`src/logic/rbbs_pkg.sv`:
```
package rbbs_pkg;
    // oscillator clocks per machine cycle, 6 clock mode
    localparam logic [2:0] MC_LAST   = 3'h5;
    localparam logic [2:0] STB_PH_A  = 3'h1;
    localparam logic [2:0] STB_PH_B  = 3'h4;
    // machine cycle counts for reset and host entry
    localparam logic [4:0] RST_MC    = 5'h02;
    localparam logic [4:0] HOST_MC   = 5'h14;
    localparam logic [4:0] CNT_MAX   = 5'h1f;
    // register offsets
    localparam logic [1:0] CFG_OFS   = 2'h0;
    localparam logic [1:0] CMD_OFS   = 2'h1;
    localparam logic [1:0] STAT_OFS  = 2'h2;
    // field positions
    localparam int CFG_IAP_EN        = 6;
    localparam int CMD_PROG_LO       = 0;
    localparam int CMD_PROG_HI       = 1;
    localparam int CMD_ERASE         = 2;
    // reset values
    localparam logic [1:0] SC_UNPROG = 2'h3;
    localparam logic [1:0] FIELD_RST = 2'h0;
    localparam logic [7:0] DATA_ZERO = 8'h00;
    // host commands on the third port, taken on rise of bit 7
    localparam int HOST_STB_BIT      = 7;
    localparam logic [2:0] HCMD_LO   = 3'h1;
    localparam logic [2:0] HCMD_HI   = 3'h2;
    localparam logic [2:0] HCMD_ERA  = 3'h4;
    // synchroniser lanes
    localparam int IN_W   = 11;
    localparam int IX_RST = 0;
    localparam int IX_STB = 1;
    localparam int IX_EFS = 2;
    localparam int IX_TP  = 3;
    // idle pin levels: reset pin low, strobe, select, port pulled high
    localparam logic [10:0] IN_IDLE = 11'h7fe;

    typedef struct packed {
        logic por;
        logic wdt;
        logic bod;
        logic sw;
    } rbbs_rst_src_s;

    typedef struct packed {
        logic [1:0] addr;
        logic [7:0] wdata;
        logic       wr;
        logic       rd;
    } rbbs_bus_s;
endpackage

```
`src/logic/rbbs_top.sv`:
```
`timescale 1ns/1ps
// Overview of operation
// - reset pin high two machine cycles resets
// - strobe fall, reset held >20 cycles: host
// - no strobe fall: leave reset to normal
// - fetch external only while select pin low
// - lock level 4 forces internal fetch
// - strobe idle high, else two pulses/cycle, one on data access
// - host control bits come from third port
// - block switch field loads after reset
// - startup bits programmed only by commands
// - programmed bit reads 0, unprogrammed 1
// - power-on/external: inverse; software: bit1 set
// - watchdog/brown-out: bit1 kept if high unprogrammed
// - software may change field bit 0
module rbbs_top (
    // clock, reset, enable
    input  wire logic                   clk_i,
    input  wire logic                   sys_rst_i,
    input  wire logic                   ce_i,
    // pins
    input  wire logic                   rst_pin_i,
    input  wire logic                   strobe_in_i,
    output logic                        strobe_o,
    output logic                        strobe_oe_o,
    input  wire logic                   ext_fetch_sel_i,
    input  wire logic [7:0]             third_port_i,
    // core side
    input  wire rbbs_pkg::rbbs_rst_src_s rst_src_i,
    input  wire logic                   sec_lvl4_i,
    input  wire logic                   ext_data_cyc_i,
    output logic                        core_rst_o,
    output logic                        host_mode_o,
    output logic                        ext_fetch_o,
    output logic [1:0]                  block_sel_o,
    // register port
    input  wire rbbs_pkg::rbbs_bus_s    bus_i,
    output logic [7:0]                  rdata_o
);
    logic [rbbs_pkg::IN_W-1:0] in_w;
    logic [rbbs_pkg::IN_W-1:0] s1_q;
    logic [rbbs_pkg::IN_W-1:0] s2_q;
    logic [rbbs_pkg::IN_W-1:0] s3_q;
    logic [rbbs_pkg::IN_W-1:0] f_q;
    logic [2:0]                phase_q;
    logic                      mc_tick;
    logic [4:0]                hold_q;
    logic                      rst_f;
    logic                      stb_f;
    logic                      stb_prev_q;
    logic                      stb_fall;
    logic                      hstb_prev_q;
    logic                      host_cmd;
    logic [2:0]                hcmd;
    logic [7:0]                tp_f;
    logic                      iap_en_q;
    logic [1:0]                sc_q;
    logic [1:0]                field_q;
    logic                      cfg_wr;
    logic                      cmd_wr;
    logic                      prog_lo;
    logic                      prog_hi;
    logic                      erase;
    logic                      pin_rst;
    logic                      strobe_d;

    assign in_w = {third_port_i, ext_fetch_sel_i, strobe_in_i, rst_pin_i};

    // three-stage sync
    // a new level counts only once stages two and three agree
    for (genvar i = 0; i < rbbs_pkg::IN_W; i++) begin : g_sync
        always_ff @(posedge clk_i) begin
            if (sys_rst_i) begin
                s1_q[i] <= rbbs_pkg::IN_IDLE[i];
                s2_q[i] <= rbbs_pkg::IN_IDLE[i];
                s3_q[i] <= rbbs_pkg::IN_IDLE[i];
                f_q[i]  <= rbbs_pkg::IN_IDLE[i];
            end else if (ce_i) begin
                s1_q[i] <= in_w[i];
                s2_q[i] <= s1_q[i];
                s3_q[i] <= s2_q[i];
                if (s2_q[i] == s3_q[i]) begin
                    f_q[i] <= s3_q[i];
                end
            end
        end
    end

    assign rst_f = f_q[rbbs_pkg::IX_RST];
    assign stb_f = f_q[rbbs_pkg::IX_STB];
    assign tp_f  = f_q[rbbs_pkg::IX_TP +: 8];
    assign pin_rst = core_rst_o;

    // machine cycle prescaler
    always_ff @(posedge clk_i) begin
        if (sys_rst_i) begin
            phase_q <= 3'h0;
        end else if (ce_i) begin
            if (phase_q == rbbs_pkg::MC_LAST) begin
                phase_q <= 3'h0;
            end else begin
                phase_q <= phase_q + 3'h1;
            end
        end
    end

    assign mc_tick = (phase_q == rbbs_pkg::MC_LAST);

    // count machine cycles of reset high
    always_ff @(posedge clk_i) begin
        if (sys_rst_i) begin
            hold_q <= 5'h00;
        end else if (ce_i) begin
            if (!rst_f) begin
                hold_q <= 5'h00;
            end else if (mc_tick && hold_q != rbbs_pkg::CNT_MAX) begin
                hold_q <= hold_q + 5'h01;
            end
        end
    end

    always_ff @(posedge clk_i) begin
        if (sys_rst_i) begin
            core_rst_o <= 1'b0;
        end else if (ce_i) begin
            core_rst_o <= rst_f && (hold_q >= rbbs_pkg::RST_MC);
        end
    end

    always_ff @(posedge clk_i) begin
        if (sys_rst_i) begin
            stb_prev_q  <= 1'b1;
            hstb_prev_q <= 1'b1;
        end else if (ce_i) begin
            stb_prev_q  <= stb_f;
            hstb_prev_q <= tp_f[rbbs_pkg::HOST_STB_BIT];
        end
    end

    assign stb_fall = stb_prev_q && !stb_f;

    // forced strobe fall with reset held long
    // a fresh reset without the fall drops host mode
    always_ff @(posedge clk_i) begin
        if (sys_rst_i) begin
            host_mode_o <= 1'b0;
        end else if (ce_i) begin
            if (stb_fall && rst_f && hold_q > rbbs_pkg::HOST_MC) begin
                host_mode_o <= 1'b1;
            end else if (rst_f && hold_q == rbbs_pkg::RST_MC) begin
                host_mode_o <= 1'b0;
            end
        end
    end

    // fetch source, lock level 4 wins
    always_ff @(posedge clk_i) begin
        if (sys_rst_i) begin
            ext_fetch_o <= 1'b0;
        end else if (ce_i) begin
            ext_fetch_o <= !f_q[rbbs_pkg::IX_EFS] && !sec_lvl4_i;
        end
    end

    // two strobes per cycle, second skipped on data access
    always_comb begin
        strobe_d = 1'b1;
        if (ext_fetch_o && !pin_rst && !host_mode_o) begin
            if (phase_q == rbbs_pkg::STB_PH_A) begin
                strobe_d = 1'b0;
            end else if (phase_q == rbbs_pkg::STB_PH_B) begin
                strobe_d = ext_data_cyc_i;
            end
        end
    end

    // pin released during reset and host mode so the host can force it
    always_ff @(posedge clk_i) begin
        if (sys_rst_i) begin
            strobe_o    <= 1'b1;
            strobe_oe_o <= 1'b0;
        end else if (ce_i) begin
            strobe_o    <= strobe_d;
            strobe_oe_o <= !pin_rst && !host_mode_o;
        end
    end

    // host commands from the third port
    assign hcmd = tp_f[2:0];
    assign host_cmd = host_mode_o && tp_f[rbbs_pkg::HOST_STB_BIT]
                      && !hstb_prev_q;

    assign cfg_wr = bus_i.wr && bus_i.addr == rbbs_pkg::CFG_OFS;
    assign cmd_wr = bus_i.wr && bus_i.addr == rbbs_pkg::CMD_OFS
                    && iap_en_q;

    // only host or in-application commands program
    assign prog_lo = (host_cmd && hcmd == rbbs_pkg::HCMD_LO)
                     || (cmd_wr && bus_i.wdata[rbbs_pkg::CMD_PROG_LO]);
    assign prog_hi = (host_cmd && hcmd == rbbs_pkg::HCMD_HI)
                     || (cmd_wr && bus_i.wdata[rbbs_pkg::CMD_PROG_HI]);
    assign erase   = (host_cmd && hcmd == rbbs_pkg::HCMD_ERA)
                     || (cmd_wr && bus_i.wdata[rbbs_pkg::CMD_ERASE]);

    // programmed bit holds 0, erased bit holds 1
    // sys_rst stands for the erased state of the cell
    always_ff @(posedge clk_i) begin
        if (sys_rst_i) begin
            sc_q <= rbbs_pkg::SC_UNPROG;
        end else if (ce_i) begin
            if (erase) begin
                sc_q <= rbbs_pkg::SC_UNPROG;
            end else begin
                if (prog_lo) begin
                    sc_q[0] <= 1'b0;
                end
                if (prog_hi) begin
                    sc_q[1] <= 1'b0;
                end
            end
        end
    end

    always_ff @(posedge clk_i) begin
        if (sys_rst_i) begin
            iap_en_q <= 1'b0;
        end else if (ce_i && cfg_wr) begin
            iap_en_q <= bus_i.wdata[rbbs_pkg::CFG_IAP_EN];
        end
    end

    // field reloads while any reset source is active
    always_ff @(posedge clk_i) begin
        if (sys_rst_i) begin
            field_q <= rbbs_pkg::FIELD_RST;
        end else if (ce_i) begin
            if (rst_src_i.por || pin_rst) begin
                field_q <= ~sc_q;
            end else if (rst_src_i.wdt || rst_src_i.bod) begin
                field_q <= sc_q[1] ? {field_q[1], ~sc_q[0]} : ~sc_q;
            end else if (rst_src_i.sw) begin
                field_q <= {1'b1, ~sc_q[0]};
            // bit 0 only, startup bits untouched
            end else if (cfg_wr) begin
                field_q[0] <= bus_i.wdata[0];
            end
        end
    end

    always_ff @(posedge clk_i) begin
        if (sys_rst_i) begin
            block_sel_o <= rbbs_pkg::FIELD_RST;
        end else if (ce_i) begin
            block_sel_o <= field_q;
        end
    end

    // read data stands one cycle only
    always_ff @(posedge clk_i) begin
        if (sys_rst_i) begin
            rdata_o <= rbbs_pkg::DATA_ZERO;
        end else if (ce_i) begin
            rdata_o <= rbbs_pkg::DATA_ZERO;
            if (bus_i.rd) begin
                case (bus_i.addr)
                    rbbs_pkg::CFG_OFS: begin
                        rdata_o <= {1'b0, iap_en_q, 4'h0, field_q};
                    end
                    rbbs_pkg::STAT_OFS: begin
                        rdata_o <= {3'h0, pin_rst, ext_fetch_o,
                                    host_mode_o, sc_q};
                    end
                    default: begin
                        rdata_o <= rbbs_pkg::DATA_ZERO;
                    end
                endcase
            end
        end
    end
endmodule

```
`config.mk`:
```
export PLATFORM = sky130hd
export DESIGN_NAME = rbbs_top
export DESIGN_NICKNAME = d
export VERILOG_FILES = /design/src/logic/rbbs_pkg.sv /design/src/logic/rbbs_top.sv
export SDC_FILE = /design/constraint.sdc
export NUM_CORES = 1
export LEC_CHECK = 0
export ABC_AREA = 1
export BUFFER_PORTS_ARGS = -buffer_cell sky130_fd_sc_hd__buf_2
export CORE_MARGIN = 3
export CORE_UTILIZATION = 54
export CTS_BUF_LIST = sky130_fd_sc_hd__clkbuf_16
export CTS_CLUSTER_DIAMETER = 60
export DETAILED_ROUTE_END_ITERATION = 8
export GPL_TIMING_DRIVEN = 0
export PLACE_DENSITY = 0.86
export SYNTH_ARGS = -nofsm -noshare
export SYNTH_HDL_FRONTEND = slang
export SYNTH_SLANG_ARGS = --single-unit
```
`constraint.sdc`:
```
create_clock -name clk_i -period 1.7 [get_ports clk_i]
set_clock_uncertainty 0.2 [all_clocks]
set_input_delay 0.34 -clock clk_i [delete_from_list [all_inputs] [get_ports clk_i]]
set_output_delay 0.34 -clock clk_i [all_outputs]
set_load 0.1 [all_outputs]
```
# After elaboration in Yosys (flattened, before gate mapping)
# Index checks and enable logic that the tools add are counted.
# op_classes
n_addsub	2
n_mul	0
n_div	0
order_cmp	2
n_eq_ne	19
shift	0
muxes	19
n_bitwise	2
n_reduce_logical	52
# ops
operator	n
$reduce_and 2->1	12
$logic_and 1x1->1	22
$pmux 7 s2	1
$mux 1	10
$mux 5	2
$eq 3x3->1 const B	3
$mux 2	4
$eq 1x1->1	7
$mux 7	1
$eq 3x1->1 const B	2
$logic_not 1->1	6
$reduce_bool 2->1	3
$add 5x1->5 const B	1
$eq 5x2->1 const B	1
$ge 5x2->1 const B	1
$gt 5x5->1 const B	1
$logic_or 1x1->1	5
$ne 5x5->1 const B	1
$reduce_bool 4->1	1
$add 3x1->3 const B	1
$eq 3x2->1 const B	1
$mux 3	1
$ne 3x3->1 const B	1
$reduce_and 3->1	1
other kinds (7)	7
# totals
regBits	58
latchBits	0
ramBits	0
romBits	0
elab_cells	140
mem_count	0

# Logic depth before layout (Yosys ltp)
# logic_depth
ltp_word	7
depth_mapped	10
depth_no_buf	10

# Worst setup path before layout
# Ideal clock, no wire load.
# synth_path
path_type	flip-flop to flip-flop
from	register host_mode_o
to	register sc_q[0]
setup_ns	0.120
arrival_ns	1.502
required_time_ns	1.380
setup_slack_ns	-0.122
path_stages_with_launch	8
n_path_buf	0
period_less_slack_ns	1.822
path_cell_list	dfxtp_1 nand2_1 nor2_1 nand3_1 nand2_1 nand2_1 nand2_1 nand2_1
# synth_between
elab_chain_cells	6
word_cells_on_any_way	9
classes_between	mux: 1; reduce/logical: 8
# synth_rtl
element	line	source
from (decl)	rbbs_top.sv:33	output logic host_mode_o,
from (signal assigned)	rbbs_top.sv:146	host_mode_o <= 1'b0;
from (signal assigned)	rbbs_top.sv:149	host_mode_o <= 1'b1;
from (signal assigned)	rbbs_top.sv:151	host_mode_o <= 1'b0;
$logic_and 1x1->1 *	rbbs_top.sv:190	assign host_cmd = host_mode_o && tp_f[rbbs_pkg::HOST_STB_BIT]
$logic_and 1x1->1 *	rbbs_top.sv:191	&& !hstb_prev_q;
$logic_and 1x1->1 (on tied branches)	rbbs_top.sv:198, rbbs_top.sv:202	
$logic_or 1x1->1 (on tied branches)	rbbs_top.sv:199, rbbs_top.sv:203	
$reduce_bool 2->1 (no line)	n/a	
$reduce_and 2->1 (no line)	n/a	
to (signal assigned)	rbbs_top.sv:209	sc_q <= rbbs_pkg::SC_UNPROG;
to (signal assigned)	rbbs_top.sv:212	sc_q <= rbbs_pkg::SC_UNPROG;
to (decl)	rbbs_top.sv:57	logic [1:0] sc_q;
# Every way passes the cells marked *; elsewhere a longest branch is shown, timed or not.
# A chain may end at the register's enable or synchronous reset.

# Worst setup path after layout
# layout_path
from	register host_mode_o
to	output host_mode_o
# No word-level cell between the ends.

==> impl_metrics.csv <==
group,metric,value,unit
worst_setup_path,cp_top_family,"buffers and inverters",
worst_setup_path,crit_arrival,1.11,ns
cts,cts-root-buf,"clkbuf_16",
run_status,status,"complete, no violations",
worst_setup_path,worstPathCellList,"buf_2",
floorplan,start_util,57.8,%
timing,timing.fmax,606,MHz
route,post-route-drc-count,0,
cts,cts_buffers,5,
layout,final_cell_mix,"nand2_1, dfxtp_1, buf_2",
timing,maxSlewViolCount,0,
global_routing,grt_remaining_overflow,0,
logic_synthesis,synth_area_leaders,"dfxtp_1, nand2_1, nand3_1, a21oi_1, nor2_1",
cts,clock_latency,0.29,ns
placed_design,gp_congestion,0.825,
global_routing,grt_max_degree,18,
floorplan,die_width,72.4,um
worst_setup_path,crit_slowest_cell,"buf_2",
worst_setup_path,worst_setup_path_end_kind,"output port",
cts,clk_pin_slew_worst_paths,0.07,ns
logic_synthesis,synth_cell_type_count,25,
cts,cts_hold_buf,0,
logic_synthesis,synth.cell_area,0.00238,mm^2
route,viasPerCell,5.28,
worst_setup_path,worstPathRequired,1.16,ns
logic_synthesis,yosysSeqAreaShare,47.2,%
layout,final_common_cell,"nand2_1",
logic_synthesis,synth_cells,324,
layout,stdcell_area,0.00282,mm^2
floorplan,core,0.00412,mm^2
worst_setup_path,crit_type,"flip-flop to output port",
route,wirelength,5400,um
placed_design,dp_hpwl,3690,um
logic_synthesis,netlist.top_cell.by_area,"dfxtp_1",
route,drtPass1Iterations,4,
timing,hold_viol,0,
power,p_total,2.72,mW
logic_synthesis,synth_top_cell_area_share,47.2,%
cts,cts.sinks,56,
cts,clk_path_buf_depth,2,
route,wl_per_cell,12.9,um
layout,antenna_cells,0,
power,max-vdd-ir-drop,0.526,mV
logic_synthesis,synth_area_per_cell,7.34,um^2
placed_design,io_buffer_count,35,
global_routing,grt_pass1_wl,9030,um
hold_path,hold_path_class,"primary input to flip-flop",
global_routing,grt_use_total,21.9,%
route,drt_iter0_markers,193,
floorplan,die_h,72.4,um
floorplan,die-area,0.00523,mm^2
timing,period_needed,1.65,ns
floorplan,row_count,23,
global_routing,grt_pass1_vias,2020,
layout,nets,403,
cts,cts.htree.levels,2,
timing,finalCritPeriodShare,97.1,%
cts,cts_tree,"built",
global_routing,antenna_found_initial,0,
layout,area.growth.synth_to_final,18.6,%
power,p_leak,1.31,nW
logic_synthesis,synth-seq-cells,56,
logic_synthesis,yosysWarnings,0,
power,p_per_area,964,mW/mm^2
route,ant_nets,0,
layout,drive_gt1_share,20.3,%
timing,finalSetupViolCount,0,
worst_setup_path,path_max_fanout,5,
placed_design,place_area,0.00262,mm^2
worst_setup_path,max_stage_delay,0.44,ns
worst_setup_path,cp.buffers_inverters,1,
run,max_cap_viol_count,0,
worst_setup_path,crit_path_start_kind,"flip-flop",
floorplan,io_pins,47,
route,num_vias,2214,
-- state kept, by name, indices dropped and copies added, names as in the netlist, 3 cells and up --
| signal | flops |
|---|---|
| s2_q | 7 |
| s1_q | 7 |
| rdata_o | 6 |
| s3_q | 7 |
| hold_q | 5 |
| f_q | 5 |
| phase_q | 3 |
-- per-layer routing --
metal	part of all wire [%]	wire length [um]	global-route usage, %
met1	43	2330	28.1
met2	50	2670	36.1
met3	6.2	335	4.02
met4	1.1	60	9.19
met5	0	0	0
-- Yosys cell counts --
master,n
nor2_4,1
a211oi_1,2
a21oi_1,25
nand3_2,1
nor2_2,1
nor2_1,32
nand4_1,2
nand2_1,90
o21ai_1,1
inv_2,3
ha_1,3
dfxtp_1,56
o211ai_1,10
clkbuf_1,1
buf_1,1
nand2_4,1
o21ai_0,21
nand2_2,1
inv_1,22
o211a_1,1
buf_4,4
buf_2,8
buf_6,2
nand3_1,34
conb_1,1
-- kinds of logic after synthesis --
family                   share of synthesized area (%)
AO/OA/AOI/OAI                                     14.1
other                                            0.158
flip-flops                                        47.2
buffers and inverters                             8.16
adder cells (fa/ha/maj)                           1.58
AND/OR/NAND/NOR                                   28.8
-- final timing paths --
check	from	end	slack (ns)	depth (start not counted)
worst min-delay path	strobe_in_i	s1_q[1]	0.05	3
worst max register to register	hold_q[1]	hold_q[3]	0.08	9
worst min register to register	s2_q[3]	s2_q[3]	0.26	2
worst max-delay path	host_mode_o	host_mode_o	0.05	1
-- cell type report --
class,instances,area [um^2]
tap,50,62.6
clock buffer,5,125
timing repair buffer,36,185
multi-input combinational,228,1100
fill,353,1300
clock inverter,3,18.8
inverter,25,93.8
sequential,56,1130
buffer,16,100
-- through the flow --
step / hold WS (ns) / setup TNS, ns / util (%) / std cells / worst slack [ns]
2_1_floorplan: 0.229 / 0 / - / 325 / 0.0227
3_3_place_gp: 0.239 / 0 / 63.7 / 410 / 0.0280
3_5_place_dp: 0.243 / 0 / 63.7 / 410 / 0.0168
4_1_cts: 0.0500 / 0 / 67.3 / 418 / 0.0407
5_1_grt: 0.0693 / -0.0644 / 68.5 / 419 / -0.0380
6_report: 0.0517 / 0 / 68.5 / 419 / 0.0486
-- where the power goes --
group,leakage [nW],internal (mW),switching [mW]
Sequential,0.462,1.36,0.0343
Combinational,0.788,0.0949,0.223
Clock,0.0635,0.541,0.458
Total,1.31,2.00,0.716
-- repair_timing --
| item | 4_1_cts | 5_1_grt |
|---|---|---|
| pin swaps | 0 | 5 |
| gates resized for setup | 2 | 12 |
| endpoints found under the hold margin | 0 | 0 |
| setup endpoints to repair | 2 | 5 |
| setup buffers | 0 | 1 |
Power figures use the tool's default switching activity.
